<file path="config.mk">
export PLATFORM = sky130hd
export DESIGN_NAME = qrbf_top
export DESIGN_NICKNAME = d
export VERILOG_FILES = /design/src/logic/qrbf_pkg.sv /design/src/logic/qrbf_force_if.sv /design/src/logic/qrbf_force.sv /design/src/logic/qrbf_top.sv
export SDC_FILE = /design/constraint.sdc
export NUM_CORES = 1
export LEC_CHECK = 0
export BUFFER_PORTS_ARGS = -buffer_cell sky130_fd_sc_hd__buf_4
export CAP_MARGIN = 20
export CELL_PAD_IN_SITES_DETAIL_PLACEMENT = 0
export CELL_PAD_IN_SITES_GLOBAL_PLACEMENT = 1
export CORE_ASPECT_RATIO = 0.7
export CORE_MARGIN = 3
export CORE_UTILIZATION = 45
export CTS_BUF_LIST = sky130_fd_sc_hd__clkbuf_4 sky130_fd_sc_hd__clkbuf_8
export DETAILED_ROUTE_END_ITERATION = 6
export PLACE_DENSITY_LB_ADDON = 0.1
export SETUP_SLACK_MARGIN = 0.05
export SLEW_MARGIN = 30
export SYNTH_ARGS = -nofsm -noshare
export SYNTH_HDL_FRONTEND = slang
export SYNTH_HIERARCHICAL = 1
export SYNTH_SLANG_ARGS = --single-unit
</file>
<file path="constraint.sdc">
create_clock -name clk -period 18.5 [get_ports clk]
set_input_delay 3.7 -clock clk [delete_from_list [all_inputs] [get_ports clk]]
set_output_delay 3.7 -clock clk [all_outputs]
set_load 0.05 [all_outputs]
</file>
<file path="src/logic/qrbf_pkg.sv">
// Constants and types shared by the quadrant bit forcing block.
package qrbf_pkg;

   // Stream and channel geometry
   localparam int unsigned STREAMS = 32;         // Input streams served
   localparam int unsigned STREAM_W = 5;         // Stream number width
   localparam int unsigned CHAN_W = 8;           // Channel byte and channel number width
   localparam int unsigned CODE_W = 3;           // One quadrant code
   localparam int unsigned REG_W = 12;           // Four codes per stream

   // Register indices; byte address is four times the index
   localparam logic [13:0] QF_FIRST_INDEX = 14'h0120;   // Stream 0 quadrant register
   localparam logic [13:0] QF_LAST_INDEX = 14'h013F;    // Stream 31 quadrant register
   localparam logic [13:0] FORCED_MAP_INDEX = 14'h0140; // Streams with forcing active
   localparam logic [13:0] CONFLICT_INDEX = 14'h0141;   // Forcing while receiver in use

   // Field positions of the four codes
   localparam int unsigned Q0_POS = 0;
   localparam int unsigned Q1_POS = 3;
   localparam int unsigned Q2_POS = 6;
   localparam int unsigned Q3_POS = 9;

   // Bits inside one code
   localparam int unsigned CODE_FORCE_BIT = 2;   // Top bit: forcing on
   localparam int unsigned CODE_MSB_BIT = 1;     // Selects MSB rather than LSB
   localparam int unsigned CODE_VALUE_BIT = 0;   // Value written into the chosen bit

   // Reset value of each quadrant register
   localparam logic [11:0] QF_RESET = 12'h000;

   // Stream data rates
   typedef enum logic [1:0] {
      QRBF_RATE_2M = 2'h0,
      QRBF_RATE_4M = 2'h1,
      QRBF_RATE_8M = 2'h2,
      QRBF_RATE_16M = 2'h3
   } qrbf_rate_e;

   // AXI response codes
   localparam logic [1:0] RESP_OKAY = 2'h0;
   localparam logic [1:0] RESP_SLVERR = 2'h2;

   // Address decode result
   typedef enum logic [1:0] {
      QRBF_ADDR_NONE = 2'h0,
      QRBF_ADDR_QF = 2'h1,
      QRBF_ADDR_FORCED = 2'h2,
      QRBF_ADDR_CONFLICT = 2'h3
   } qrbf_addr_kind_e;

   // Write channel states, Gray along idle, one half, response
   typedef enum logic [1:0] {
      QRBF_WR_IDLE = 2'h0,
      QRBF_WR_ADDR = 2'h1,
      QRBF_WR_RESP = 2'h3,
      QRBF_WR_DATA = 2'h2
   } qrbf_wr_state_e;

   // Read channel states
   typedef enum logic {
      QRBF_RD_IDLE = 1'h0,
      QRBF_RD_RESP = 1'h1
   } qrbf_rd_state_e;

endpackage

</file>
<file path="src/logic/qrbf_force_if.sv">
// Carrier between the block top and the bit forcing datapath.
`timescale 1ns/10ps
interface qrbf_force_if;
   logic [2:0] code;          // Code of the quadrant of the current channel
   logic [7:0] chanData;      // Channel byte as sampled
   logic [7:0] forcedData;    // Channel byte after forcing

   modport user (output code, output chanData, input forcedData);
   modport forcer (input code, input chanData, output forcedData);
endinterface

</file>
<file path="src/logic/qrbf_force.sv">
// Bit forcing of one channel byte by its quadrant code.
`timescale 1ns/10ps
module qrbf_force (
   qrbf_force_if.forcer forceIf
);

   // Pure combinational replacement; other bits always pass
   always_comb begin
      forceIf.forcedData = forceIf.chanData;
      if (forceIf.code[qrbf_pkg::CODE_FORCE_BIT]) begin
         if (forceIf.code[qrbf_pkg::CODE_MSB_BIT]) begin
            // MSB replaced, low seven bits untouched
            forceIf.forcedData[qrbf_pkg::CHAN_W-1] =
               forceIf.code[qrbf_pkg::CODE_VALUE_BIT];
         end else begin
            // LSB replaced, upper seven bits untouched
            forceIf.forcedData[0] = forceIf.code[qrbf_pkg::CODE_VALUE_BIT];
         end
      end
      // Top bit low: byte passes unchanged
   end

endmodule

</file>
<file path="src/logic/qrbf_top.sv">
// Quadrant robbed-bit forcing for 32 input streams, with AXI4-Lite registers.
//
// The implementer's own choice: the AXI4-Lite slave port.
`timescale 1ns/10ps

// Summary of operation
// - Frame splits into four equal channel quadrants
// - Four 3-bit codes per stream register
// - Top bit clear passes; 10x forces LSB
// - Codes 11x force MSB, others untouched
// - Thirty-two consecutive read/write quadrant registers
module qrbf_top (
   input wire logic clk,                 // Device clock, 125 MHz
   input wire logic rst_n,               // Synchronous reset, active low
   input wire logic softReset,           // Software reset from the unit, active high
   input wire logic [15:0] s_axi_awaddr,
   input wire logic s_axi_awvalid,
   output logic s_axi_awready,
   input wire logic [31:0] s_axi_wdata,
   input wire logic [3:0] s_axi_wstrb,
   input wire logic s_axi_wvalid,
   output logic s_axi_wready,
   output logic [1:0] s_axi_bresp,
   output logic s_axi_bvalid,
   input wire logic s_axi_bready,
   input wire logic [15:0] s_axi_araddr,
   input wire logic s_axi_arvalid,
   output logic s_axi_arready,
   output logic [31:0] s_axi_rdata,
   output logic [1:0] s_axi_rresp,
   output logic s_axi_rvalid,
   input wire logic s_axi_rready,
   input wire logic inValid,             // One channel byte offered this cycle
   input wire logic [4:0] inStream,      // Stream the byte belongs to
   input wire logic [7:0] inChannel,     // Channel counter of that stream
   input wire logic [1:0] inRate,        // Data rate setting of that stream
   input wire logic [7:0] inData,        // Sampled channel byte
   input wire logic framePulse,          // Frame boundary, one cycle
   input wire logic [31:0] berRxActive,  // Receivers in use, one bit per stream
   output logic outValid,
   output logic [4:0] outStream,
   output logic [7:0] outChannel,
   output logic [7:0] outData
);

   // Decode of a byte address into register kind
   function automatic qrbf_pkg::qrbf_addr_kind_e decodeAddr(input logic [15:0] addr);
      logic [13:0] index;
      index = addr[15:2];
      if ((index >= qrbf_pkg::QF_FIRST_INDEX) && (index <= qrbf_pkg::QF_LAST_INDEX)) begin
         decodeAddr = qrbf_pkg::QRBF_ADDR_QF;
      end else if (index == qrbf_pkg::FORCED_MAP_INDEX) begin
         decodeAddr = qrbf_pkg::QRBF_ADDR_FORCED;
      end else if (index == qrbf_pkg::CONFLICT_INDEX) begin
         decodeAddr = qrbf_pkg::QRBF_ADDR_CONFLICT;
      end else begin
         decodeAddr = qrbf_pkg::QRBF_ADDR_NONE;
      end
   endfunction

   // Quadrant of a channel: channel divided by the quadrant size
   function automatic logic [1:0] quadOf(input logic [7:0] chan, input logic [1:0] rate);
      quadOf = 2'h0;
      case (rate)
         qrbf_pkg::QRBF_RATE_2M: quadOf = chan[4:3];   // 8 channels each
         qrbf_pkg::QRBF_RATE_4M: quadOf = chan[5:4];   // 16 channels each
         qrbf_pkg::QRBF_RATE_8M: quadOf = chan[6:5];   // 32 channels each
         qrbf_pkg::QRBF_RATE_16M: quadOf = chan[7:6];  // 64 channels each
         default: quadOf = 2'h0;
      endcase
   endfunction

   // Pick one 3-bit code out of a stream word
   function automatic logic [2:0] pickCode(input logic [11:0] word, input logic [1:0] quad);
      pickCode = 3'h0;
      case (quad)
         2'h0: pickCode = word[qrbf_pkg::Q0_POS +: qrbf_pkg::CODE_W];
         2'h1: pickCode = word[qrbf_pkg::Q1_POS +: qrbf_pkg::CODE_W];
         2'h2: pickCode = word[qrbf_pkg::Q2_POS +: qrbf_pkg::CODE_W];
         2'h3: pickCode = word[qrbf_pkg::Q3_POS +: qrbf_pkg::CODE_W];
         default: pickCode = 3'h0;
      endcase
   endfunction

   // Either reset source clears the whole block
   logic clearAll;                           // Hardware or software reset
   assign clearAll = !rst_n || softReset;

   // Write channel state
   qrbf_pkg::qrbf_wr_state_e wrState_q;      // Current write state
   qrbf_pkg::qrbf_wr_state_e wrState_d;      // Next write state
   logic [15:0] awAddr_q;                    // Address held while data is awaited
   logic [31:0] wData_q;                     // Data held while address is awaited
   logic [3:0] wStrb_q;                      // Strobes held with the data
   logic [1:0] bResp_q;                      // Response of the committed write
   logic awTake;                             // Address handshake this cycle
   logic wTake;                              // Data handshake this cycle
   logic commit;                             // Write lands in the registers now
   logic [15:0] commitAddr;                  // Address of the landing write
   logic [31:0] commitData;                  // Data of the landing write
   logic [3:0] commitStrb;                   // Strobes of the landing write
   qrbf_pkg::qrbf_addr_kind_e commitKind;    // Decoded target of the write

   // Read channel state
   qrbf_pkg::qrbf_rd_state_e rdState_q;      // Current read state
   logic [31:0] rData_q;                     // Captured read data
   logic [1:0] rResp_q;                      // Captured read response
   logic [31:0] readWord;                    // Read mux output
   logic [1:0] readResp;                     // Read mux response

   // Programmed and frame-aligned codes, flip-flop arrays by stream
   logic [11:0] quadCode_q [qrbf_pkg::STREAMS];    // As software wrote them
   logic [11:0] activeCode_q [qrbf_pkg::STREAMS];  // As used by the datapath
   logic [31:0] forcedMap;                         // Streams with any forcing code live

   // Handshake outputs are combinational from the state
   assign s_axi_awready = (wrState_q == qrbf_pkg::QRBF_WR_IDLE) ||
                          (wrState_q == qrbf_pkg::QRBF_WR_DATA);
   assign s_axi_wready = (wrState_q == qrbf_pkg::QRBF_WR_IDLE) ||
                         (wrState_q == qrbf_pkg::QRBF_WR_ADDR);
   assign s_axi_bvalid = (wrState_q == qrbf_pkg::QRBF_WR_RESP);
   assign s_axi_bresp = bResp_q;
   assign s_axi_arready = (rdState_q == qrbf_pkg::QRBF_RD_IDLE);
   assign s_axi_rvalid = (rdState_q == qrbf_pkg::QRBF_RD_RESP);
   assign s_axi_rdata = rData_q;
   assign s_axi_rresp = rResp_q;

   assign awTake = s_axi_awvalid && s_axi_awready;
   assign wTake = s_axi_wvalid && s_axi_wready;

   // A write lands once both halves are in, in either order
   always_comb begin
      commit = 1'b0;
      case (wrState_q)
         qrbf_pkg::QRBF_WR_IDLE: commit = awTake && wTake;
         qrbf_pkg::QRBF_WR_ADDR: commit = wTake;
         qrbf_pkg::QRBF_WR_DATA: commit = awTake;
         default: commit = 1'b0;
      endcase
   end

   // Held halves stand in for the live bus where they arrived earlier
   assign commitAddr = (wrState_q == qrbf_pkg::QRBF_WR_ADDR) ? awAddr_q : s_axi_awaddr;
   assign commitData = (wrState_q == qrbf_pkg::QRBF_WR_DATA) ? wData_q : s_axi_wdata;
   assign commitStrb = (wrState_q == qrbf_pkg::QRBF_WR_DATA) ? wStrb_q : s_axi_wstrb;
   assign commitKind = decodeAddr(commitAddr);

   // Next write state
   always_comb begin
      wrState_d = wrState_q;
      case (wrState_q)
         qrbf_pkg::QRBF_WR_IDLE: begin
            if (awTake && wTake) begin
               wrState_d = qrbf_pkg::QRBF_WR_RESP;
            end else if (awTake) begin
               wrState_d = qrbf_pkg::QRBF_WR_ADDR;
            end else if (wTake) begin
               wrState_d = qrbf_pkg::QRBF_WR_DATA;
            end
         end
         qrbf_pkg::QRBF_WR_ADDR: begin
            if (wTake) begin
               wrState_d = qrbf_pkg::QRBF_WR_RESP;
            end
         end
         qrbf_pkg::QRBF_WR_DATA: begin
            if (awTake) begin
               wrState_d = qrbf_pkg::QRBF_WR_RESP;
            end
         end
         qrbf_pkg::QRBF_WR_RESP: begin
            // Response stands until the master takes it
            if (s_axi_bready) begin
               wrState_d = qrbf_pkg::QRBF_WR_IDLE;
            end
         end
         default: wrState_d = qrbf_pkg::QRBF_WR_IDLE;
      endcase
   end

   // Write state register
   always_ff @(posedge clk) begin
      if (clearAll) begin
         wrState_q <= qrbf_pkg::QRBF_WR_IDLE;
      end else begin
         wrState_q <= wrState_d;
      end
   end

   // Early halves of a write are parked here
   always_ff @(posedge clk) begin
      if (clearAll) begin
         awAddr_q <= 16'h0000;
         wData_q <= 32'h0000_0000;
         wStrb_q <= 4'h0;
      end else begin
         if (awTake) begin
            awAddr_q <= s_axi_awaddr;
         end
         if (wTake) begin
            wData_q <= s_axi_wdata;
            wStrb_q <= s_axi_wstrb;
         end
      end
   end

   // Write response; status words are read-only, so writes there fail too
   always_ff @(posedge clk) begin
      if (clearAll) begin
         bResp_q <= qrbf_pkg::RESP_OKAY;
      end else if (commit) begin
         if (commitKind == qrbf_pkg::QRBF_ADDR_QF) begin
            bResp_q <= qrbf_pkg::RESP_OKAY;
         end else begin
            bResp_q <= qrbf_pkg::RESP_SLVERR;
         end
      end
   end

   // One pair of code registers per stream
   genvar s;
   generate
      for (s = 0; s < qrbf_pkg::STREAMS; s++) begin : gStream
         logic hit;   // This stream's register is the write target
         assign hit = commit && (commitKind == qrbf_pkg::QRBF_ADDR_QF) &&
                      (commitAddr[6:2] == 5'(s));

         // Programmed codes; byte lanes 0 and 1 carry the 12 bits
         always_ff @(posedge clk) begin
            if (clearAll) begin
               quadCode_q[s] <= qrbf_pkg::QF_RESET;
            end else if (hit) begin
               if (commitStrb[0]) begin
                  quadCode_q[s][7:0] <= commitData[7:0];
               end
               if (commitStrb[1]) begin
                  quadCode_q[s][11:8] <= commitData[11:8];
               end
            end
         end

         // Codes take effect at a frame boundary, so no quadrant is half forced
         always_ff @(posedge clk) begin
            if (clearAll) begin
               activeCode_q[s] <= qrbf_pkg::QF_RESET;
            end else if (framePulse) begin
               activeCode_q[s] <= quadCode_q[s];
            end
         end

         // Stream counts as forcing when any code has its top bit set
         assign forcedMap[s] = activeCode_q[s][qrbf_pkg::Q0_POS + qrbf_pkg::CODE_FORCE_BIT] ||
                               activeCode_q[s][qrbf_pkg::Q1_POS + qrbf_pkg::CODE_FORCE_BIT] ||
                               activeCode_q[s][qrbf_pkg::Q2_POS + qrbf_pkg::CODE_FORCE_BIT] ||
                               activeCode_q[s][qrbf_pkg::Q3_POS + qrbf_pkg::CODE_FORCE_BIT];
      end
   endgenerate

   // Read mux; unmapped addresses read zero with an error response
   always_comb begin
      readWord = 32'h0000_0000;
      readResp = qrbf_pkg::RESP_OKAY;
      case (decodeAddr(s_axi_araddr))
         qrbf_pkg::QRBF_ADDR_QF: begin
            // Bits above the four codes read as zero
            readWord = {20'h0_0000, quadCode_q[s_axi_araddr[6:2]]};
         end
         qrbf_pkg::QRBF_ADDR_FORCED: readWord = forcedMap;
         qrbf_pkg::QRBF_ADDR_CONFLICT: begin
            // Flags a misuse by software; hardware keeps forcing regardless
            readWord = forcedMap & berRxActive;
         end
         default: readResp = qrbf_pkg::RESP_SLVERR;
      endcase
   end

   // Read channel: capture on address, hold until taken
   always_ff @(posedge clk) begin
      if (clearAll) begin
         rdState_q <= qrbf_pkg::QRBF_RD_IDLE;
         rData_q <= 32'h0000_0000;
         rResp_q <= qrbf_pkg::RESP_OKAY;
      end else begin
         case (rdState_q)
            qrbf_pkg::QRBF_RD_IDLE: begin
               if (s_axi_arvalid) begin
                  rData_q <= readWord;
                  rResp_q <= readResp;
                  rdState_q <= qrbf_pkg::QRBF_RD_RESP;
               end
            end
            qrbf_pkg::QRBF_RD_RESP: begin
               if (s_axi_rready) begin
                  rdState_q <= qrbf_pkg::QRBF_RD_IDLE;
               end
            end
            default: rdState_q <= qrbf_pkg::QRBF_RD_IDLE;
         endcase
      end
   end

   // Datapath: select the quadrant code and force the byte
   qrbf_force_if forceIf ();
   logic [1:0] inQuad;   // Quadrant of the offered channel
   assign inQuad = quadOf(inChannel, inRate);
   assign forceIf.code = pickCode(activeCode_q[inStream], inQuad);
   assign forceIf.chanData = inData;

   qrbf_force uForce (
      .forceIf(forceIf)
   );

   // One pipeline stage toward the switching memory
   always_ff @(posedge clk) begin
      if (clearAll) begin
         outValid <= 1'b0;
         outStream <= 5'h00;
         outChannel <= 8'h00;
         outData <= 8'h00;
      end else begin
         outValid <= inValid;
         if (inValid) begin
            outStream <= inStream;
            outChannel <= inChannel;
            outData <= forceIf.forcedData;
         end
      end
   end

endmodule
</file>
==> summary.txt, run 1 <==
Timing
  – Max-slew headroom: 30.36%
  – Fin crit period: 7690 ps
  – Final Hold Fails: 0
  – Clock Skew: 37.06 ps
  – Slew of the pin with the lowest slew margin: 1018 ps
  – RSZ-0062 raised after global routing: false
  – Final Max Slew Viols: 0
  – Period utilization: 41.57%
  – Final setup vio count: 0
  – Max Fclk: 130.0 MHz
  – TNS Setup: 0 ps
  – WHS: 453.5 ps

Power and ir drop
  – Int Pwr: 3136 uW
  – Maximum VDD drop: 0.00007341 V
  – Power share of the combinational group: 9.5%
  – Sw Share: 25.24%
  – Clock share of power: 37.8%
  – Sw Pwr: 1059 uW
  – Reg power frac: 52.8%
  – Pleak: 0.01774 uW
  – Pwr/cell area: 95.29 nW/um2

Critical path
  – R2R depth: 7
  – Crit-path max cell delay: 750 ps
  – FF-to-FF Start: wrState_q[1]
  – CP Launch Type: primary input
  – Class of the most critical setup path: primary input to register
  – Top cell family by delay on the critical path: buffers and inverters
  – Crit end category: register
  – Worst EP required: 19,170 ps
  – Slowest-stage cell, CP: o21ai_0
  – Worst-path cell chain: buf_6 > buf_4 > buf_4 > mux4_2 > mux2i_1 > a21oi_1 > o21ai_0 > a32oi_1 > nand2b_1 > mux2_4 > mux2i_1 > nor2_1
  – WP buf/inv: 3
  – Worst Path Arrival: 8360 ps
  – CP Max Fanout: 35
  – Reg2reg setup slack: 14,350 ps
  – Worst R2R End: quadCode_q[15][5]

Synth
  – Synth Cell Area: 39,220 um2
  – Yosys warns: 6
  – Post-Syn Area per Cell: 13.90 um2
  – Post-synthesis sequential area ratio: 63.24%
  – Synth unique cells: 58
  – Syn Inst Count: 2,821
  – EDFF count, synth: 768
  – Yosys reg bits: 855
  – Ys flop type: edfxtp_1
  – FFs w/ async S/R, synth: 0%

Die
  – Num ports: 196
  – Die Area: 90,790 um2
  – Overall die width: 358.9 um
  – Initial Util: 45.98%
  – Die H: 253.0 um
  – CORE AREA: 85,300 um2
  – Rows: 89

Cells and area
  – Share of cells above drive strength 1: 24.44%
  – Final Core Density: 51.61%
  – Area Growth Syn to Fin: 12.24%
  – ANT cells: 0
  – Fin nets: 3,069

Routing
  – WL per Instance: 28.55 um
  – Vias: 25,235
  – Final ANT Viol Nets: 0
  – Routed wire length: 119,000 um
  – DRC Markers: 0
  – Initial DRT Pass Iterations: 5
  – Initial drt markers: 2,845
  – Routed vias/inst: 6.053

Worst hold path
  – Hold Path Depth: 2
  – Hold path endpoint: s_axi_rdata[11]
  – Hold_sp: s_axi_rdata[11]
  – Hold Crit Class: register to register

Clocking
  – Hold Buf Count CTS: 0
  – Skew-Pair Late Insertion Delay: 810 ps
  – Root Driver: clkbuf_8
  – Worst-path clk slew: 60 ps
  – Resized cells post-CTS: 0
  – Clk sinks: 855
  – CTS Buffer Depth: 3
  – Htree depth: 4
  – TritonCTS clock tree: done
  – Total CTS buffers: 138
  – Post-CTS setup buffers: 0

GRT
  – Largest net degree at the start of global routing: 191
  – Initial antenna violation count: 9
  – First-pass GRT wire length: 172,300 um
  – Total gr overflow: 0
  – GRT Total Usage: 26.24%
  – Vias in the first global route: 24,794

Placement
  – Routability cong.: 0.8540
  – # port buffers: 167
  – Hpwl dp: 81,140 um

Flow run
  – Number of max-cap violations: 0

Run status
  – Status: complete, no violations
[worst max-delay path by stage]
| stage | cells past startpoint | endpoint | slack [ps] | startpoint |
|---|---|---|---|---|
| after floorplan | 3 | activeCode_q[0][0] | 4330 | framePulse |
| after CTS | 12 | outData[0] | 10950 | inStream[0] |
| after detailed placement | 12 | outData[0] | 10070 | inStream[0] |
| after global routing | 12 | outData[0] | 10590 | inStream[0] |
| after global placement | 12 | outData[0] | 10030 | inStream[0] |
| final | 12 | outData[0] | 10810 | inStream[0] |
[flip-flops by register name, indices dropped and copies added, names as in the netlist, 2 cells and up]
signal        flops
outStream         5
outChannel        8
quadCode_q      384
awAddr_q         14
wStrb_q           2
wrState_q         2
outData           8
s_axi_rdata      32
wData_q          12
activeCode_q    384
[worst min-delay path, stage by stage (launching register included)]
cell and delay [ps]:
dfxtp_1 310, nand2_1 50, a21oi_1 50
[metrics by stage]
stage	cells	total power [uW]	worst slack [ps]	instance area (um2)
floorplan	2822	2491	4333	39220
global placement	3926	2637	10030	41270
detailed placement	3927	2647	10070	41350
CTS	4168	4225	10950	43940
global route	4169	4344	10590	44020
finish	4169	4194	10810	44020
[kinds of logic after synthesis]
logic type | share of synthesized area, %
buf+inv | 3.790
mux | 13.99
flops | 63.24
simple gates | 14.87
fa+ha+maj | 0.1595
compound gates | 3.934
other cells | 0.009562
[final cells by class]
cell class	instances	area, um2
timing repair buffer	235	1848
clock inverter	54	266.5
fill	7248	41280
clock buffer	187	2323
inverter	50	187.7
multi-input combinational	1651	13170
sequential	855	24800
tap	1137	1423
[power by group through the flow]
| stage | sequential (uW) | clock, uW | combinational, uW |
|---|---|---|---|
| final | 2210 | 1580 | 398 |
| after CTS | 2210 | 1620 | 396 |
| after detailed placement | 2250 | 0 | 395 |
| after global placement | 2250 | 0 | 388 |
| after floorplan | 2260 | 0 | 236 |
| after global routing | 2220 | 1700 | 421 |
[cells in the mapped netlist, types with 5 or more instances]
cell type,number,area [um2]
nor2_1,423,1588
o21bai_1,12,90.09
a2111oi_0,25,219.0
clkbuf_8,13,178.9
clkbuf_1,187,701.9
buf_6,6,67.56
nor2b_1,20,125.1
and3_1,390,2440
inv_1,50,187.7
o21ai_0,74,370.4
nand2_1,120,450.4
o22ai_1,15,93.84
ha_1,5,62.56
nor4_1,32,200.2
nand4_1,5,31.28
nand3_1,19,95.09
a22oi_1,17,127.6
nor2_2,21,131.4
buf_1,16,60.06
buf_2,26,130.1
a22o_1,5,43.79
buf_4,16,120.1
nor3_1,20,100.1
dfxtp_1,87,1742
a21oi_1,74,370.4
mux2i_1,72,720.7
edfxtp_1,768,23060
nand3_4,20,350.3
mux4_2,209,4707
nand2b_1,15,93.84
[layout by cell type, fill, tap and decap left out, drive strengths merged, types with 12 or more instances in the layout]
cell type / netlist / routed
a2111oi: 27 / 27
mux2i: 72 / 72
a21oi: 74 / 74
inv: 50 / 52
o21ai: 74 / 74
nor3: 20 / 20
clkinv: 0 / 47
nand2: 120 / 120
dfxtp: 87 / 87
nand2b: 15 / 15
buf: 66 / 233
o21bai: 12 / 12
nor4: 33 / 33
clkbuf: 200 / 189
o22ai: 15 / 15
a22oi: 17 / 17
nand3: 39 / 39
mux4: 209 / 209
nor2b: 20 / 20
and3: 390 / 390
edfxtp: 768 / 768
nor2: 444 / 444
[metal layers]
metal / up-vias / share of wire, % / wire [um] / track usage, %
met5: - / 0.055 / 65 / 0
li1: 10924 / - / - / -
met4: 10 / 2.6 / 3086 / 8.235
met3: 188 / 11 / 12820 / 7.532
met1: 12814 / 45 / 53670 / 39.61
met2: 1299 / 41 / 49370 / 36.62
Note: power is estimated with default switching activity, not from simulation.
==> run 2, diff against run 1 <==
==> constraint.sdc (replaced) <==
create_clock -name clk -period 7.26 [get_ports clk]
set_input_delay 1.452 -clock clk [delete_from_list [all_inputs] [get_ports clk]]
set_output_delay 1.452 -clock clk [all_outputs]
set_load 0.05 [all_outputs]
==> run 2 against run 1 <==
First-iteration DRC count is 27% higher; via count increased by 0.43%; total power rose to 2.6 times the previous value; non-clock buffer count up 6; critical path depth fell by 1; combinational power rose to 2.6 times the previous value; register-to-register slack lost 11000 ps; sequential cell count stayed put; die area is the same; core utilization grew 0.26 points.
==> summary.txt, run 2 (synthesis results as in run 1) <==
Critical path
  – Crit-path max cell delay: 740 ps (about the same)
  – Crit end category: register
  – Worst Path Arrival: 5200 ps (-3160 ps)
  – WP buf/inv: 2 (-1)
  – CP dominant cell by count: mux2i_1
  – Worst-path cell chain: buf_6 > buf_12 > mux4_2 > mux2i_1 > a21oi_1 > o21ai_0 > a32oi_1 > nand2b_1 > mux2_4 > mux2i_1 > nor2_1
  – CP Launch Type: primary input
  – Worst EP required: 7930 ps (-11,240 ps)
  – Class of the most critical setup path: primary input to register
  – Slowest-stage cell, CP: o21ai_0
  – CP Max Fanout: 49 (+40%)
  – Top cell family by delay on the critical path: multiplexers

Timing
  – Fin crit period: 4539 ps
  – Final Max Slew Viols: 0 (unchanged)
  – Slew of the pin with the lowest slew margin: 1078 ps (+60.19 ps)
  – Max Fclk: 220.3 MHz
  – Max-slew headroom: 27.44% (-2.9 points)
  – TNS Setup: 0 ps (unchanged)
  – RSZ-0062 raised after global routing: false
  – WHS: 454.0 ps (+0.5710 ps)
  – Final Hold Fails: 0 (unchanged)
  – Final setup vio count: 0 (unchanged)
  – Clock Skew: 32.17 ps (-4.894 ps)
  – Period utilization: 62.52%

Routing
  – DRC Markers: 0 (unchanged)
  – Final ANT Viol Nets: 0 (unchanged)
  – Routed vias/inst: 6.065 (+0.19%)
  – Initial DRT Pass Iterations: 7 (+2)
  – Initial drt markers: 3,614 (+27%)
  – Vias: 25,344 (+0.43%)
  – Routed wire length: 121,200 um (+1.9%)
  – WL per Instance: 29.01 um (+1.6%)

GRT
  – Initial antenna violation count: 6 (-3)
  – Largest net degree at the start of global routing: 254 (+33%)
  – GRT Total Usage: 26.77% (+0.53 points)
  – First-pass GRT wire length: 175,300 um (+1.7%)
  – Total gr overflow: 0 (unchanged)
  – Vias in the first global route: 24,789 (-0.020%)

Placement
  – Placed cell area: 41,430 um2 (+0.19%)
  – Routability cong.: 0.8769 (+2.7%)
  – # port buffers: 167 (unchanged)
  – Hpwl dp: 80,930 um (-0.25%)

Die
  – Die Area: 90,790 um2 (unchanged)
  – CORE AREA: 85,300 um2 (unchanged)
  – Rows: 89 (unchanged)
  – Overall die width: 358.9 um (unchanged)
  – Num ports: 196 (unchanged)
  – Die H: 253.0 um (unchanged)
  – Initial Util: 45.98% (unchanged)

Worst hold path
  – Hold Crit Class: register to register

Cells and area
  – Fin nets: 3,075 (+0.20%)
  – Commonest non-fill, non-tap cell in the layout: edfxtp_1
  – Commonest cells after routing, fill and taps aside: 768 x edfxtp_1, 423 x nor2_1, 389 x and3_1, 228 x buf_4, 209 x mux4_2
  – Fillers: 7,287 (+0.54%)
  – Storage cell area: 24,800 um2 (unchanged)
  – Area of the multi-input gates: 13,120 um2 (-0.37%)
  – Final instance area: 44,240 um2 (+0.49%)
  – Final Core Density: 51.86% (+0.26 points)
  – Share of cells above drive strength 1: 24.80% (+0.36 points)
  – Area Growth Syn to Fin: 12.80%

Power and ir drop
  – Clock share of power: 38.9% (+1.1 points)
  – Pwr/cell area: 246.3 nW/um2 (+160%)
  – Pleak: 0.01787 uW (+0.73%)
  – Reg power frac: 51.8% (-1.0 points)
  – Maximum VDD drop: 0.0001780 V (+140%)
  – Sw Pwr: 2717 uW (+160%)
  – Total power: 10,900 uW (+160%)
  – Power share of the combinational group: 9.4% (about the same)
  – Sw Share: 24.94% (-0.31 points)
  – Int Pwr: 8180 uW (+160%)

Clocking
  – Skew-Pair Late Insertion Delay: 800 ps (about the same)
  – Clk sinks: 855 (unchanged)
  – Post-CTS setup buffers: 0 (unchanged)
  – Resized cells post-CTS: 0 (unchanged)
  – Htree depth: 4 (unchanged)
  – CTS Buffer Depth: 3 (unchanged)
  – Worst-path clk slew: 60 ps (about the same)
  – Hold Buf Count CTS: 0 (unchanged)
  – Root Driver: clkbuf_8
  – Total CTS buffers: 138 (unchanged)
  – TritonCTS clock tree: done

Flow run
  – Number of max-cap violations: 0 (unchanged)

Run status
  – Status: complete, no violations
run 2: path summary, 6_finish.rpt:
path / slack (ps) / cells past startpoint / end / from
setup reg to reg: 3190 / 7 / quadCode_q[28][0] / wrState_q[1]
hold / removal: 450 / 2 / wData_q[10] / wData_q[10]
setup / recovery: 2720 / 11 / outData[0] / inStream[0]
hold reg to reg: 450 / 2 / wData_q[10] / wData_q[10]
run 2: through the flow:
stage	setup slack (ps)	instances
final	2721	4179
after global routing	2583	4178
after CTS	2773	4176
after detailed placement	1931	3933
after global placement	1905	3932
after floorplan	2065	2822
run 2: cell type report:
type,instances,area share [%]
flip-flops and latches,855,56.07
multi-input cells,1651,29.66
diodes,2,0.01131
well taps,1137,3.216
repair buffers,241,4.404
clock inverters,42,0.6307
inverters,50,0.4243
clock buffers,201,5.589
run 2: routing by layer:
metal	wire [um]	track usage, %	part of all wire, %
met1	54390	40.84	45
met2	50050	37.17	41
met3	14560	8.209	12
met4	2214	6.827	1.8
met5	27	0	0.022
run 2: power groups by stage:
stage | Sequential [uW] | Combinational (uW) | Clock [uW]
after floorplan | 5720 | 603 | 0
after global placement | 5730 | 998 | 0
after detailed placement | 5740 | 1010 | 0
after CTS | 5640 | 1020 | 4290
after global routing | 5660 | 1080 | 4530
final | 5640 | 1020 | 4240
run 2: tightest hold or removal path: stages, from the launching register on:
cell     delay [ps]
dfxtp_1         310
nand2_1          50
a21oi_1          50
